<file path="src/frr_defs.svh">
`ifndef FRR_DEFS_SVH
`define FRR_DEFS_SVH

// Command codes
`define FRR_CMD_CLEAR  8'h03
`define FRR_CMD_UTR    8'h54
`define FRR_CMD_VLIM   8'h55
`define FRR_CMD_VRESP  8'h56
`define FRR_DEV_ADDR   7'h40

// Reset values
`define FRR_VLIM_RST   16'hffff
`define FRR_RESP_RST   8'h80
`define FRR_UTR_RST    8'h80
`define FRR_RD_EMPTY   8'hff

// Reaction codes
`define FRR_RESP_IGNORE 2'h0
`define FRR_RESP_HOLD   2'h1
`define FRR_RESP_SHUT   2'h2
`define FRR_RESP_LATCH  2'h3
`define FRR_RETRY_NONE  3'h0
`define FRR_RETRY_CONT  3'h7

// Serial bit positions
`define FRR_BIT_LAST   4'h7
`define FRR_BIT_ACK    4'h8

// Delay unit timing
`define FRR_UNIT_NS    1000
`define FRR_CLK_NS     10
`define FRR_UNIT_CYC   ((`FRR_UNIT_NS + `FRR_CLK_NS - 1) / `FRR_CLK_NS)

`endif

</file>
<file path="src/frr_pkg.sv">
package frr_pkg;

  typedef struct packed {
    logic [1:0] resp;
    logic [2:0] retry;
    logic [2:0] delay;
  } frr_reaction_t;

  typedef enum logic [2:0] {SQ_STOP, SQ_RUN, SQ_HOLD, SQ_OFFW, SQ_LATCH} frr_seq_t;

  typedef enum logic [2:0] {PH_IDLE, PH_ADDR, PH_CMD, PH_WR, PH_RD} frr_phase_t;

endpackage

</file>
<file path="src/frr_top.sv">
`timescale 1ns/1ps
`include "frr_defs.svh"

// Functional notes
// - Retry codes 1 to 6 allow exactly that many restart attempts.
// - When all allowed attempts fail the output stays off until the fault is cleared.
// - Attempts start one delay apart, the delay being two to the power of the delay code times the delay unit.
// - Retry code 7 restarts without limit until commanded off or another fault shuts down.
// - The delay field selects two to the power of its value in delay units, 1 to 128.
// - That delay is either the run-on time after a fault or the retry spacing, in the set unit.
// - A 16-bit writable input over-voltage threshold sits at command 0x55 as a word.
// - Reaction 00 ignores the fault and keeps running.
// - Reaction 01 runs on for the delay, then follows the retry setting if the fault remains.
// - Reaction 10 disables the output at once and then follows the retry setting.
// - Reaction 11 latches off until cleared, reset, or switched off and on again.
// - A writable one-byte input over-voltage reaction register sits at command 0x56.
// - Retry code 0 means no restart; the output stays off until the fault is cleared.
// - The under-temperature reaction byte at command 0x54 shares the same layout.

module frr_top
  import frr_pkg::*;
#(
  parameter int UNIT_CYCLES = `FRR_UNIT_CYC
) (
  input  wire logic        sys_clk,
  input  wire logic        nrst,
  input  wire logic        scl_in,
  input  wire logic        sda_in,
  output logic             sda_out,
  output logic             sda_oe,
  input  wire logic        ctrl_on,
  input  wire logic        other_shdn,
  input  wire logic [15:0] vin_sample,
  output logic             out_en,
  output logic             vin_ov_flag
);

  function automatic logic [7:0] rd_byte(input logic [7:0] c, input logic hi,
                                         input logic [15:0] lim, input logic [7:0] rsp,
                                         input logic [7:0] ut);
    case (c)
      `FRR_CMD_UTR:   rd_byte = ut;
      `FRR_CMD_VLIM:  rd_byte = hi ? lim[15:8] : lim[7:0];
      `FRR_CMD_VRESP: rd_byte = rsp;
      default:        rd_byte = `FRR_RD_EMPTY;
    endcase
  endfunction

  ////////////////////////////////////////////////////////////////////////////
  // Pin synchronisers
  logic scl_s1, scl_s2, scl_s3, sda_s1, sda_s2, sda_s3, ctl_s1, ctl_s2;
  always_ff @(posedge sys_clk or negedge nrst) begin
    if (!nrst) begin
      {scl_s1, scl_s2, scl_s3} <= 3'h7;
      {sda_s1, sda_s2, sda_s3} <= 3'h7;
      {ctl_s1, ctl_s2}         <= 2'h0;
    end else begin
      {scl_s1, scl_s2, scl_s3} <= {scl_in, scl_s1, scl_s2};
      {sda_s1, sda_s2, sda_s3} <= {sda_in, sda_s1, sda_s2};
      {ctl_s1, ctl_s2}         <= {ctrl_on, ctl_s1};
    end
  end

  logic scl_rise, scl_fall, start_c, stop_c;
  assign scl_rise = scl_s2 & ~scl_s3;
  assign scl_fall = ~scl_s2 & scl_s3;
  assign start_c  = scl_s2 & scl_s3 & ~sda_s2 & sda_s3;
  assign stop_c   = scl_s2 & scl_s3 & sda_s2 & ~sda_s3;

  ////////////////////////////////////////////////////////////////////////////
  // Serial command slave
  frr_phase_t    ph_q, ph_d;
  logic [3:0]    bit_q, bit_d;
  logic [7:0]    sh_q, sh_d, cmd_q, cmd_d, tx_q, tx_d, lo_q, lo_d;
  logic          ack_q, ack_d, wsel_q, wsel_d;
  logic          wr_byte, wr_word, clr_cmd;
  logic [15:0]   vlim_q, vlim_d;
  frr_reaction_t vresp_q, vresp_d, utr_q, utr_d;

  always_comb begin
    ph_d    = ph_q;
    bit_d   = bit_q;
    sh_d    = sh_q;
    cmd_d   = cmd_q;
    tx_d    = tx_q;
    lo_d    = lo_q;
    ack_d   = ack_q;
    wsel_d  = wsel_q;
    wr_byte = 1'b0;
    wr_word = 1'b0;
    clr_cmd = 1'b0;
    if (start_c) begin
      ph_d   = PH_ADDR;
      bit_d  = `FRR_BIT_ACK; // Fall that ends a start carries no bit
      ack_d  = 1'b0;
      wsel_d = 1'b0;
    end else if (stop_c) begin
      ph_d  = PH_IDLE;
      ack_d = 1'b0;
    end else if (ph_q != PH_IDLE) begin
      if (scl_rise) begin
        if (bit_q < `FRR_BIT_ACK) begin
          sh_d = {sh_q[6:0], sda_s2};
        end else if (ph_q == PH_RD && sda_s2) begin
          ph_d = PH_IDLE;
        end
      end else if (scl_fall) begin
        if (bit_q == `FRR_BIT_LAST) begin
          bit_d = `FRR_BIT_ACK;
          case (ph_q)
            PH_ADDR: begin
              if (sh_q[7:1] == `FRR_DEV_ADDR) begin
                ack_d = 1'b1;
                ph_d  = sh_q[0] ? PH_RD : PH_CMD;
                tx_d  = rd_byte(cmd_q, 1'b0, vlim_q, vresp_q, utr_q);
              end else begin
                ph_d = PH_IDLE;
              end
            end
            PH_CMD: begin
              ack_d   = 1'b1;
              cmd_d   = sh_q;
              ph_d    = PH_WR;
              wsel_d  = 1'b0;
              clr_cmd = (sh_q == `FRR_CMD_CLEAR);
            end
            PH_WR: begin
              ack_d = 1'b1;
              if (!wsel_q) begin
                lo_d    = sh_q;
                wsel_d  = 1'b1;
                wr_byte = 1'b1;
              end else begin
                wr_word = 1'b1;
              end
            end
            PH_RD: tx_d = rd_byte(cmd_q, 1'b1, vlim_q, vresp_q, utr_q);
            default: ph_d = PH_IDLE;
          endcase
        end else if (bit_q == `FRR_BIT_ACK) begin
          bit_d = 4'h0;
          ack_d = 1'b0;
        end else begin
          bit_d = bit_q + 4'h1;
        end
      end
    end
  end

  // Combinational drive keeps the reply inside a short low phase of the clock pin
  assign sda_out = 1'b0;
  assign sda_oe  = ack_q | (ph_q == PH_RD && bit_q < `FRR_BIT_ACK && !tx_q[3'h7 - bit_q[2:0]]);

  always_comb begin
    vlim_d  = vlim_q;
    vresp_d = vresp_q;
    utr_d   = utr_q;
    if (wr_word && cmd_q == `FRR_CMD_VLIM) begin
      vlim_d = {sh_q, lo_q};
    end
    if (wr_byte && cmd_q == `FRR_CMD_VRESP) begin
      vresp_d = sh_q;
    end
    if (wr_byte && cmd_q == `FRR_CMD_UTR) begin
      utr_d = sh_q;
    end
  end

  always_ff @(posedge sys_clk or negedge nrst) begin
    if (!nrst) begin
      ph_q    <= PH_IDLE;
      bit_q   <= 4'h0;
      sh_q    <= 8'h00;
      cmd_q   <= 8'h00;
      tx_q    <= 8'h00;
      lo_q    <= 8'h00;
      ack_q   <= 1'b0;
      wsel_q  <= 1'b0;
      vlim_q  <= `FRR_VLIM_RST;
      vresp_q <= `FRR_RESP_RST;
      utr_q   <= `FRR_UTR_RST;
    end else begin
      ph_q    <= ph_d;
      bit_q   <= bit_d;
      sh_q    <= sh_d;
      cmd_q   <= cmd_d;
      tx_q    <= tx_d;
      lo_q    <= lo_d;
      ack_q   <= ack_d;
      wsel_q  <= wsel_d;
      vlim_q  <= vlim_d;
      vresp_q <= vresp_d;
      utr_q   <= utr_d;
    end
  end

  ////////////////////////////////////////////////////////////////////////////
  // Fault sequencer
  frr_seq_t   st_q, st_d;
  logic [2:0] tries_q, tries_d;
  logic       flag_q, flag_d, out_q, out_d;
  logic       fault, tmr_start, tmr_done, last_try;
  frr_seq_t   off_target;

  assign fault      = (vin_sample > vlim_q);
  assign off_target = (vresp_q.retry == `FRR_RETRY_NONE) ? SQ_LATCH : SQ_OFFW;
  assign last_try   = (vresp_q.retry != `FRR_RETRY_CONT) &&
                      ({1'b0, tries_q} + 4'h1 >= {1'b0, vresp_q.retry});

  frr_delay_timer #(.UNIT_CYCLES(UNIT_CYCLES)) u_timer (
    .sys_clk (sys_clk),
    .nrst    (nrst),
    .start   (tmr_start),
    .code    (vresp_q.delay),
    .done    (tmr_done)
  );

  always_comb begin
    st_d      = st_q;
    tries_d   = tries_q;
    tmr_start = 1'b0;
    flag_d    = (flag_q & ~clr_cmd) | fault;
    if (!ctl_s2) begin
      st_d    = SQ_STOP;
      tries_d = 3'h0;
    end else begin
      case (st_q)
        SQ_STOP: st_d = SQ_RUN;
        SQ_RUN: begin
          if (fault) begin
            case (vresp_q.resp)
              `FRR_RESP_IGNORE: st_d = SQ_RUN;
              `FRR_RESP_HOLD: begin
                st_d      = SQ_HOLD;
                tmr_start = 1'b1;
              end
              `FRR_RESP_SHUT: begin
                st_d      = off_target;
                tmr_start = 1'b1;
                tries_d   = 3'h0;
              end
              default: st_d = SQ_LATCH;
            endcase
          end
        end
        SQ_HOLD: begin
          if (tmr_done) begin
            st_d      = fault ? off_target : SQ_RUN;
            tmr_start = fault;
            tries_d   = 3'h0;
          end
        end
        SQ_OFFW: begin
          if (other_shdn) begin
            st_d = SQ_LATCH;
          end else if (tmr_done) begin
            if (!fault) begin
              st_d    = SQ_RUN;
              tries_d = 3'h0;
            end else if (last_try) begin
              st_d = SQ_LATCH;
            end else begin
              tries_d   = tries_q + 3'h1;
              tmr_start = 1'b1;
            end
          end
        end
        SQ_LATCH: begin
          if (clr_cmd) begin
            st_d    = SQ_RUN;
            tries_d = 3'h0;
          end
        end
        default: st_d = SQ_STOP;
      endcase
    end
    out_d = (st_d == SQ_RUN) || (st_d == SQ_HOLD);
  end

  always_ff @(posedge sys_clk or negedge nrst) begin
    if (!nrst) begin
      st_q    <= SQ_STOP;
      tries_q <= 3'h0;
      flag_q  <= 1'b0;
      out_q   <= 1'b0;
    end else begin
      st_q    <= st_d;
      tries_q <= tries_d;
      flag_q  <= flag_d;
      out_q   <= out_d;
    end
  end

  assign out_en      = out_q;
  assign vin_ov_flag = flag_q;

  ////////////////////////////////////////////////////////////////////////////
  // Checks
  property p_ignore;
    @(posedge sys_clk) disable iff (!nrst)
      st_q == SQ_RUN && ctl_s2 && fault && vresp_q.resp == `FRR_RESP_IGNORE |=> out_en;
  endproperty
  a_ignore: assert property (p_ignore) else $error("Ignored fault dropped the output");

  property p_shut;
    @(posedge sys_clk) disable iff (!nrst)
      st_q == SQ_RUN && ctl_s2 && fault && vresp_q.resp == `FRR_RESP_SHUT |=> !out_en;
  endproperty
  a_shut: assert property (p_shut) else $error("Shutdown reaction kept the output on");

  property p_latch;
    @(posedge sys_clk) disable iff (!nrst)
      st_q == SQ_RUN && ctl_s2 && fault && vresp_q.resp == `FRR_RESP_LATCH |=> st_q == SQ_LATCH ##1 !out_en;
  endproperty
  a_latch: assert property (p_latch) else $error("Latch reaction did not latch off");

  property p_noretry;
    @(posedge sys_clk) disable iff (!nrst)
      st_q == SQ_RUN && ctl_s2 && fault && vresp_q.resp == `FRR_RESP_SHUT &&
      vresp_q.retry == `FRR_RETRY_NONE |=> st_q == SQ_LATCH;
  endproperty
  a_noretry: assert property (p_noretry) else $error("Zero retry setting still retried");

  property p_giveup;
    @(posedge sys_clk) disable iff (!nrst)
      st_q == SQ_OFFW && ctl_s2 && !other_shdn && tmr_done && fault && vresp_q.retry != `FRR_RETRY_CONT &&
      tries_q + 3'h1 == vresp_q.retry |=> st_q == SQ_LATCH ##1 !out_en;
  endproperty
  a_giveup: assert property (p_giveup) else $error("Output not held off after last attempt");

  property p_endless;
    @(posedge sys_clk) disable iff (!nrst)
      st_q == SQ_OFFW && ctl_s2 && !other_shdn && tmr_done && fault &&
      vresp_q.retry == `FRR_RETRY_CONT |=> st_q == SQ_OFFW;
  endproperty
  a_endless: assert property (p_endless) else $error("Continuous retry stopped");

  property p_holdon;
    @(posedge sys_clk) disable iff (!nrst)
      st_q == SQ_HOLD && ctl_s2 && !tmr_done |=> out_en;
  endproperty
  a_holdon: assert property (p_holdon) else $error("Output dropped during run-on delay");

  property p_limit;
    @(posedge sys_clk) disable iff (!nrst)
      wr_word && cmd_q == `FRR_CMD_VLIM |=> vlim_q == {$past(sh_q), $past(lo_q)};
  endproperty
  a_limit: assert property (p_limit) else $error("Threshold word not stored");

  property p_flag;
    @(posedge sys_clk) disable iff (!nrst)
      fault |=> vin_ov_flag;
  endproperty
  a_flag: assert property (p_flag) else $error("Over-voltage flag missed");

endmodule

</file>
<file path="src/frr_delay_timer.sv">
`timescale 1ns/1ps
`include "frr_defs.svh"

module frr_delay_timer
  import frr_pkg::*;
#(
  parameter int UNIT_CYCLES = `FRR_UNIT_CYC
) (
  input  wire logic       sys_clk,
  input  wire logic       nrst,
  input  wire logic       start,
  input  wire logic [2:0] code,
  output logic            done
);

  function automatic logic [7:0] units_of(input logic [2:0] c);
    units_of = 8'h01 << c;
  endfunction

  logic        busy_q, busy_d;
  logic [15:0] unit_q, unit_d;
  logic [7:0]  cnt_q,  cnt_d;
  logic [2:0]  code_q, code_d;
  logic        unit_end;

  assign unit_end = (unit_q == 16'(UNIT_CYCLES - 1));
  assign done     = busy_q && unit_end && (cnt_q == units_of(code_q) - 8'h01);

  always_comb begin
    busy_d = busy_q;
    unit_d = unit_q;
    cnt_d  = cnt_q;
    code_d = code_q;
    if (start) begin
      busy_d = 1'b1;
      unit_d = 16'h0000;
      cnt_d  = 8'h00;
      code_d = code;
    end else if (busy_q) begin
      unit_d = unit_end ? 16'h0000 : unit_q + 16'h0001;
      if (unit_end) begin
        cnt_d = cnt_q + 8'h01;
        if (done) begin
          busy_d = 1'b0;
        end
      end
    end
  end

  always_ff @(posedge sys_clk or negedge nrst) begin
    if (!nrst) begin
      busy_q <= 1'b0;
      unit_q <= 16'h0000;
      cnt_q  <= 8'h00;
      code_q <= 3'h0;
    end else begin
      busy_q <= busy_d;
      unit_q <= unit_d;
      cnt_q  <= cnt_d;
      code_q <= code_d;
    end
  end

  ////////////////////////////////////////////////////////////////////////////
  // Helper count, read only by the check
  int elapsed_q;
  always_ff @(posedge sys_clk or negedge nrst) begin
    if (!nrst) begin
      elapsed_q <= 0;
    end else begin
      elapsed_q <= start ? 1 : elapsed_q + 1;
    end
  end

  property p_span;
    @(posedge sys_clk) disable iff (!nrst)
      done |-> elapsed_q == int'(units_of(code_q)) * UNIT_CYCLES;
  endproperty
  a_span: assert property (p_span) else $error("Delay span differs from two to the code times unit");

endmodule

</file>
<file path="config.mk">
export PLATFORM = sky130hd
export DESIGN_NAME = frr_top
export DESIGN_NICKNAME = d
export VERILOG_FILES = /design/src/frr_pkg.sv /design/src/frr_top.sv /design/src/frr_delay_timer.sv
export VERILOG_INCLUDE_DIRS = /design/src /design/src/src
export SDC_FILE = /design/constraint.sdc
export NUM_CORES = 1
export LEC_CHECK = 0
export ABC_AREA = 1
export BUFFER_PORTS_ARGS = -buffer_cell sky130_fd_sc_hd__buf_2
export CAP_MARGIN = 0
export CORE_ASPECT_RATIO = 1.1
export CORE_MARGIN = 2
export CORE_UTILIZATION = 65
export CTS_CLUSTER_DIAMETER = 50
export CTS_CLUSTER_SIZE = 16
export DETAILED_ROUTE_END_ITERATION = 12
export GPL_TIMING_DRIVEN = 0
export PLACE_DENSITY = 0.91
export SLEW_MARGIN = 30
export SYNTH_ARGS = -nofsm -noshare
export SYNTH_HDL_FRONTEND = slang
export SYNTH_SLANG_ARGS = --single-unit
</file>
<file path="constraint.sdc">
create_clock -name sys_clk -period 5 [get_ports sys_clk]
set_input_delay 0.5 -clock sys_clk [delete_from_list [all_inputs] [get_ports sys_clk]]
set_output_delay 0.5 -clock sys_clk [all_outputs]
set_load 0.03 [all_outputs]
</file>
Word level (Yosys, flattened, before mapping)
Index checks and enable logic that the tools add are counted.

Add/sub/neg operators: 7. Order comparisons: 4. Equal/unequal tests: 39. Shift-type cells: 1. Muxes and demuxes: 104. Bitwise logic cells: 19. Reduce and logical (&&, ||, !) cells: 40.

Operators by type and width (number): two-way mux 3 bit (29); two-way mux 1 bit (50); two-way mux 16 bit (3); one-hot mux 8 bit (3 select lines) (2); two-way mux 8 bit (4); two-way mux 4 bit (7); equality test 8 x 7 -> 1 bit, second input constant (3); AND reduction 8 bit (3); inequality test 3 bit, second input constant (7); one-hot mux 3 bit (3 select lines) (2); AND reduction 6 bit (3); adder 16 x 1 -> 16 bit, second input constant (1); equality test 16 x 7 -> 1 bit, second input constant (1); greater-than comparator 16 bit (1); one-hot mux 8 bit (2 select lines) (1); equality test 3 x 2 -> 1 bit, second input constant (5); one-hot mux 3 bit (5 select lines) (1); one-hot mux 3 bit (4 select lines) (1); nonzero test 2 bit (6); nonzero test 3 bit (4); nonzero test 4 bit (3); equality test 3 x 1 -> 1 bit, second input constant (3); logical AND 1 bit (9); inverter 1 bit (9); other kinds (40) (56).

Bits in registers: 117. Input port bits: 22. Output and inout bits: 4. Logic and storage cells: 245.

Longest topological paths before layout
Depth in word-level cells: 13. Depth in mapped cells: 19. Mapped depth without buffers: 18.

Hierarchy
Synthesis repeated with hierarchy kept, for this count alone.

Cell total of the unflattened synthesis: 842. Area total of the unflattened synthesis: 6792.8 µm².

By module, submodules not included: frr_top (times used 1, cells an instance 586, area each 4973.5 µm², sequential area each 2257.2 µm²); frr_delay_timer (times used 1, cells an instance 256, area each 1819.2 µm², sequential area each 700.7 µm²).

Worst setup path before layout
No wires, ideal clock.

Kind: register to register. From: reg u_timer.code_q[2]. To: reg u_timer.unit_q[2]. Setup time: 0.123 ns. Arrival time: 2.148 ns. Path slack: 2.730 ns. Cell stages (with the launch flop): 18. Buffers on the path: 2. Cells stage by stage: dfrtp_1 buf_6 nor2_4 nand2_1 ha_1 nand2_1 inv_1 nor2_1 o21ai_0 nor2_1 nand3_2 nor2_4 nand2_1 o21ai_2 nand2_4 nand2_4 buf_6 o21ai_1.

Word-level cells in the longest chain between the ends: 9. Elaborated cells between the ends (all ways): 11. Those cells by class: add/sub: 1; eq/ne: 1; shift: 1; mux: 6; reduce/logical: 2.

RTL lines: start, declared (RTL line frr_delay_timer.sv:23) `logic [2:0] code_q, code_d;`; start signal, assigned (RTL line frr_delay_timer.sv:60) `code_q <= code_d;`; left shift 1 x 3 -> 8 bit (*) (RTL line frr_delay_timer.sv:17) `units_of = 8'h01 << c;`; subtractor 8 x 1 -> 8 bit (*) (RTL line frr_delay_timer.sv:27) `assign done = busy_q && unit_end && (cnt_q == units_of(code_q) - 8'h01);`; equality test 8 bit (*) (RTL line frr_delay_timer.sv:27); logical AND 1 bit (*) (RTL line frr_delay_timer.sv:27); two-way mux 1 bit (RTL line frr_top.sv:256) `end else if (tmr_done) begin`; two-way mux 1 bit (RTL line frr_top.sv:254) `if (other_shdn) begin`; one-hot mux 1 bit (3 select lines) (*) (RTL line frr_top.sv:227) `case (st_q)`; two-way mux 1 bit (*) (RTL line frr_top.sv:223) `if (!ctl_s2) begin`; two-way mux 16 bit or nonzero test 2 bit (tied branches); end signal, assigned (RTL line frr_delay_timer.sv:58) `unit_q <= unit_d;`; end, declared (RTL line frr_delay_timer.sv:21) `logic [15:0] unit_q, unit_d;`.

Every way passes the cells marked *; elsewhere a longest branch is shown, timed or not. A chain may end at the register's enable or synchronous reset.

Worst setup path after layout
From: reg ph_q[0]. To: out sda_oe.

Word-level cells in the longest chain between the ends: 4.

RTL lines: start, declared (RTL line frr_top.sv:72) `frr_phase_t ph_q, ph_d;`; start signal, assigned (RTL line frr_top.sv:183) `ph_q <= ph_d;`; equality test 3 bit (RTL line frr_top.sv:152) `` assign sda_oe = ack_q | (ph_q == PH_RD && bit_q < `FRR_BIT_ACK && !tx_q[3'h7 - bit_q[2:0]]); ``; logical AND 1 bit (no source line); logical AND 1 bit (RTL line frr_top.sv:152); OR 1 bit (RTL line frr_top.sv:152); end, declared (RTL line frr_top.sv:30) `output logic sda_oe,`.

No other way between the ends.

==> impl_metrics.py <==
metrics = {
    "power_and_ir_drop": {
        "p_int_mw": 1.804,
        "comb_power_share": 0.056,
        "pwr-share-seq": 0.414,
        "peakVddDrop_mv": 0.2791,
        "p_per_area_nw_per_um2": 300.2,
        "p_switching_uw": 559.8,
        "switching_share": 0.2368,
        "p_leak_nw": 3.667,
        "clockPowerShare": 0.531,
    },
    "sta": {
        "fin_crit_ns": 2.852,
        "rsz0062_at_grt": "no",
        "tns_ns": 0,
        "timing.fmax_mhz": 350.6,
        "drv_slew": 0,
        "period_share": 0.5704,
        "fin_skew_ns": 0.005746,
        "tightest_slew_ns": 0.6976,
        "hold_violations": 0,
        "slew_headroom": 0.5313,
        "setup_viol": 0,
    },
    "route": {
        "postRouteAntennaNets": 0,
        "first_pass_iters": 5,
        "avgRoutedWirePerCell_um": 15.41,
        "drtIter0Drc": 459,
        "wl_um": 16840,
        "drcViolationCount": 0,
        "vias": 6368,
        "post_drt_via_cell_ratio": 5.826,
    },
    "run_status": {
        "outcome": "complete, no violations",
    },
    "floorplan": {
        "die_y_um": 112.2,
        "core_area_um2": 10390,
        "boundaryPins": 26,
        "rows": 39,
        "floorplan.die.width_um": 102.3,
        "die_area_um2": 11480,
        "start_util": 0.6651,
    },
    "logic_synthesis": {
        "syn_area_per_cell_um2": 7.750,
        "ys_types": 45,
        "yosysWarnings": 0,
        "synth_edf_count": 0,
        "synthesis.nets": 945,
        "syn_inst": 892,
        "synthArstFlopShare": 1.000,
        "synth_area_um2": 6913,
        "ys_seq_area_frac": 0.4279,
        "yosys_most_used_dff": "dfrtp_1",
        "synth_seq_cells": 117,
    },
    "cts": {
        "clk_pin_slew_worst_paths_ns": 0.05,
        "cts_buffers": 17,
        "clock-sinks": 117,
        "cts_buffer_depth": 2,
        "clkLatencyLatePin_ns": 0.42,
        "postCtsResizedCells": 0,
        "cts_tree": "yes",
        "cts_max_level": 4,
        "cts_root_buf": "clkbuf_16",
    },
    "final_layout": {
        "final_common_cell": "nand2_1",
        "area_growth_pct": 13.90,
        "multi_input_area_um2": 3386,
        "final_net_count": 990,
        "drive_above_1_share": 0.1368,
        "mostFrequentLayoutCells": "nand2_1 (211), inv_1 (112), dfrtp_1 (93)",
        "final_cell_count_no_fill": 1093,
        "n_fill_cell": 727,
        "antenna_cells": 0,
        "regArea_um2": 2958,
    },
    "grt": {
        "grt_usage": 0.3165,
        "overflow": 0,
        "grt_pass1_wl_um": 28120,
        "grt_pass1_vias": 6070,
        "grt_max_degree": 70,
        "antenna_found_initial": 0,
    },
    "critical_path": {
        "end_kind": "output pin",
        "critPathLaunchType": "flip-flop",
        "reg2reg_slack_ns": 2.31,
        "crit_fanout": 10,
        "rr_startpoint": "vlim_q[15]$_DFFE_PN1P_",
        "reg2regPathDepth": 14,
        "reg2reg_to": "u_timer.unit_q[6]$_DFFE_PN0P_",
        "cp.arrival_ns": 2.35,
        "worstPathRequired_ns": 4.50,
        "critPathKind": "flip-flop to output pin",
    },
    "hold_path": {
        "hp-class": "primary input to flip-flop",
        "hold_path.startpoint": "sda_in",
        "min_path_cells": 1,
        "whs_endpoint": "sda_s1$_DFF_PN1_",
    },
    "placed_design": {
        "dp.cells": 1060,
        "detailed_place_hpwl_um": 11700,
        "io_buffer_count": 24,
        "gp_congestion": 0.9861,
    },
    "flow_run": {
        "maxCapViolCount": 0,
    },
}
-- power groups by stage --
stage,Sequential [mW],Clock (mW),Combinational (mW)
6_report,0.978,1.25,0.132
5_1_grt,0.979,1.31,0.150
4_1_cts,0.978,1.27,0.131
2_1_floorplan,0.991,0,0.0752
3_3_place_gp,0.992,0,0.123
3_5_place_dp,0.993,0,0.130
-- state kept, by name (all words and copies together), names as in the netlist, 3 cells and up --
signal and count:
tries_q 3, tx_q 8, u_timer.cnt_q 8, ph_q 3, cmd_q 8, st_q 3, vresp_q 8, utr_q 8
bit_q 4, lo_q 8, u_timer.code_q 3, vlim_q 16, u_timer.unit_q 16, sh_q 8
-- through the flow --
stage,instance area (um2),power [mW],utilization,hold slack (ns),setup slack [ns]
after floorplan,6913,1.066,-,0.2044,2.730
after global placement,7212,1.115,0.6939,0.3344,2.092
after detailed placement,7249,1.123,0.6975,0.3347,2.313
after CTS,7874,2.376,0.7576,0.1646,2.127
after global routing,7874,2.440,0.7576,0.1614,2.049
final,7874,2.364,0.7576,0.1757,2.148
-- worst max-delay path by stage --
stage                                       start  cells after the start  slack, ns                             to
floorplan           u_timer.code_q[2]$_DFFE_PN0P_                     17       2.73  u_timer.unit_q[2]$_DFFE_PN0P_
global placement                             nrst                      1       2.09            ph_q[0]$_DFFE_PN0P_
detailed placement                 vin_sample[15]                     14       2.31  u_timer.unit_q[2]$_DFFE_PN0P_
CTS                           ph_q[0]$_DFFE_PN0P_                      6       2.13                         sda_oe
global route                  ph_q[0]$_DFFE_PN0P_                      6       2.05                         sda_oe
finish                        ph_q[0]$_DFFE_PN0P_                      6       2.15                         sda_oe
-- timing repair --
| action | CTS | global route |
|---|---|---|
| endpoints found under the hold margin | 42 | 0 |
| hold buffers | 1 | 0 |
| buffers inserted | 0 | 0 |
-- critical path: stages, from the launching register on --
cell and delay (ns):
dfrtp_1 0.43, nor2_1 0.16, nand2_1 0.25, inv_1 0.25, clkbuf_1 0.37, a41o_1 0.26, buf_2 0.20
-- logic make-up after synthesis --
logic type	Yosys count	synth area share
other	1	0.0005425
adder cells (fa/ha/maj)	31	0.05611
flip-flops	117	0.4279
buffers and inverters	139	0.08235
XOR/XNOR	15	0.01901
AO/OA/AOI/OAI	154	0.1269
multiplexers	8	0.01303
AND/OR/NAND/NOR	427	0.2742
-- synthesized netlist by cell type, types with 6 or more instances --
library cell | n | share of area
a221oi_1 | 6 | 0.0076
a21oi_1 | 28 | 0.020
nand3_1 | 54 | 0.039
mux2_2 | 8 | 0.013
inv_1 | 112 | 0.061
dfrtp_1 | 93 | 0.34
ha_1 | 31 | 0.056
xor2_1 | 15 | 0.019
o21ai_0 | 84 | 0.061
nor2_1 | 83 | 0.045
nor3_1 | 17 | 0.012
nand2_1 | 211 | 0.11
dfstp_2 | 24 | 0.091
a31oi_1 | 6 | 0.0054
clkbuf_1 | 10 | 0.0054
nand4_1 | 34 | 0.031
nand3b_1 | 6 | 0.0065
o21ai_1 | 12 | 0.0087
-- metal layers --
| metal | part of all wire | global-route usage |
|---|---|---|
| met2 | 0.50 | 0.5197 |
| met1 | 0.40 | 0.3936 |
| met5 | 0 | 0 |
| met4 | 0.035 | 0.1502 |
| met3 | 0.057 | 0.07223 |
-- area by class of cell --
class | count | area share
buffer | 21 | 0.01605
clock buffer | 18 | 0.05578
clock inverter | 14 | 0.02225
inverter | 118 | 0.05625
multi-input combinational | 636 | 0.4300
sequential | 117 | 0.3757
tap | 143 | 0.02272
timing repair buffer | 26 | 0.02129
Note: power is estimated with default switching activity, not from simulation.
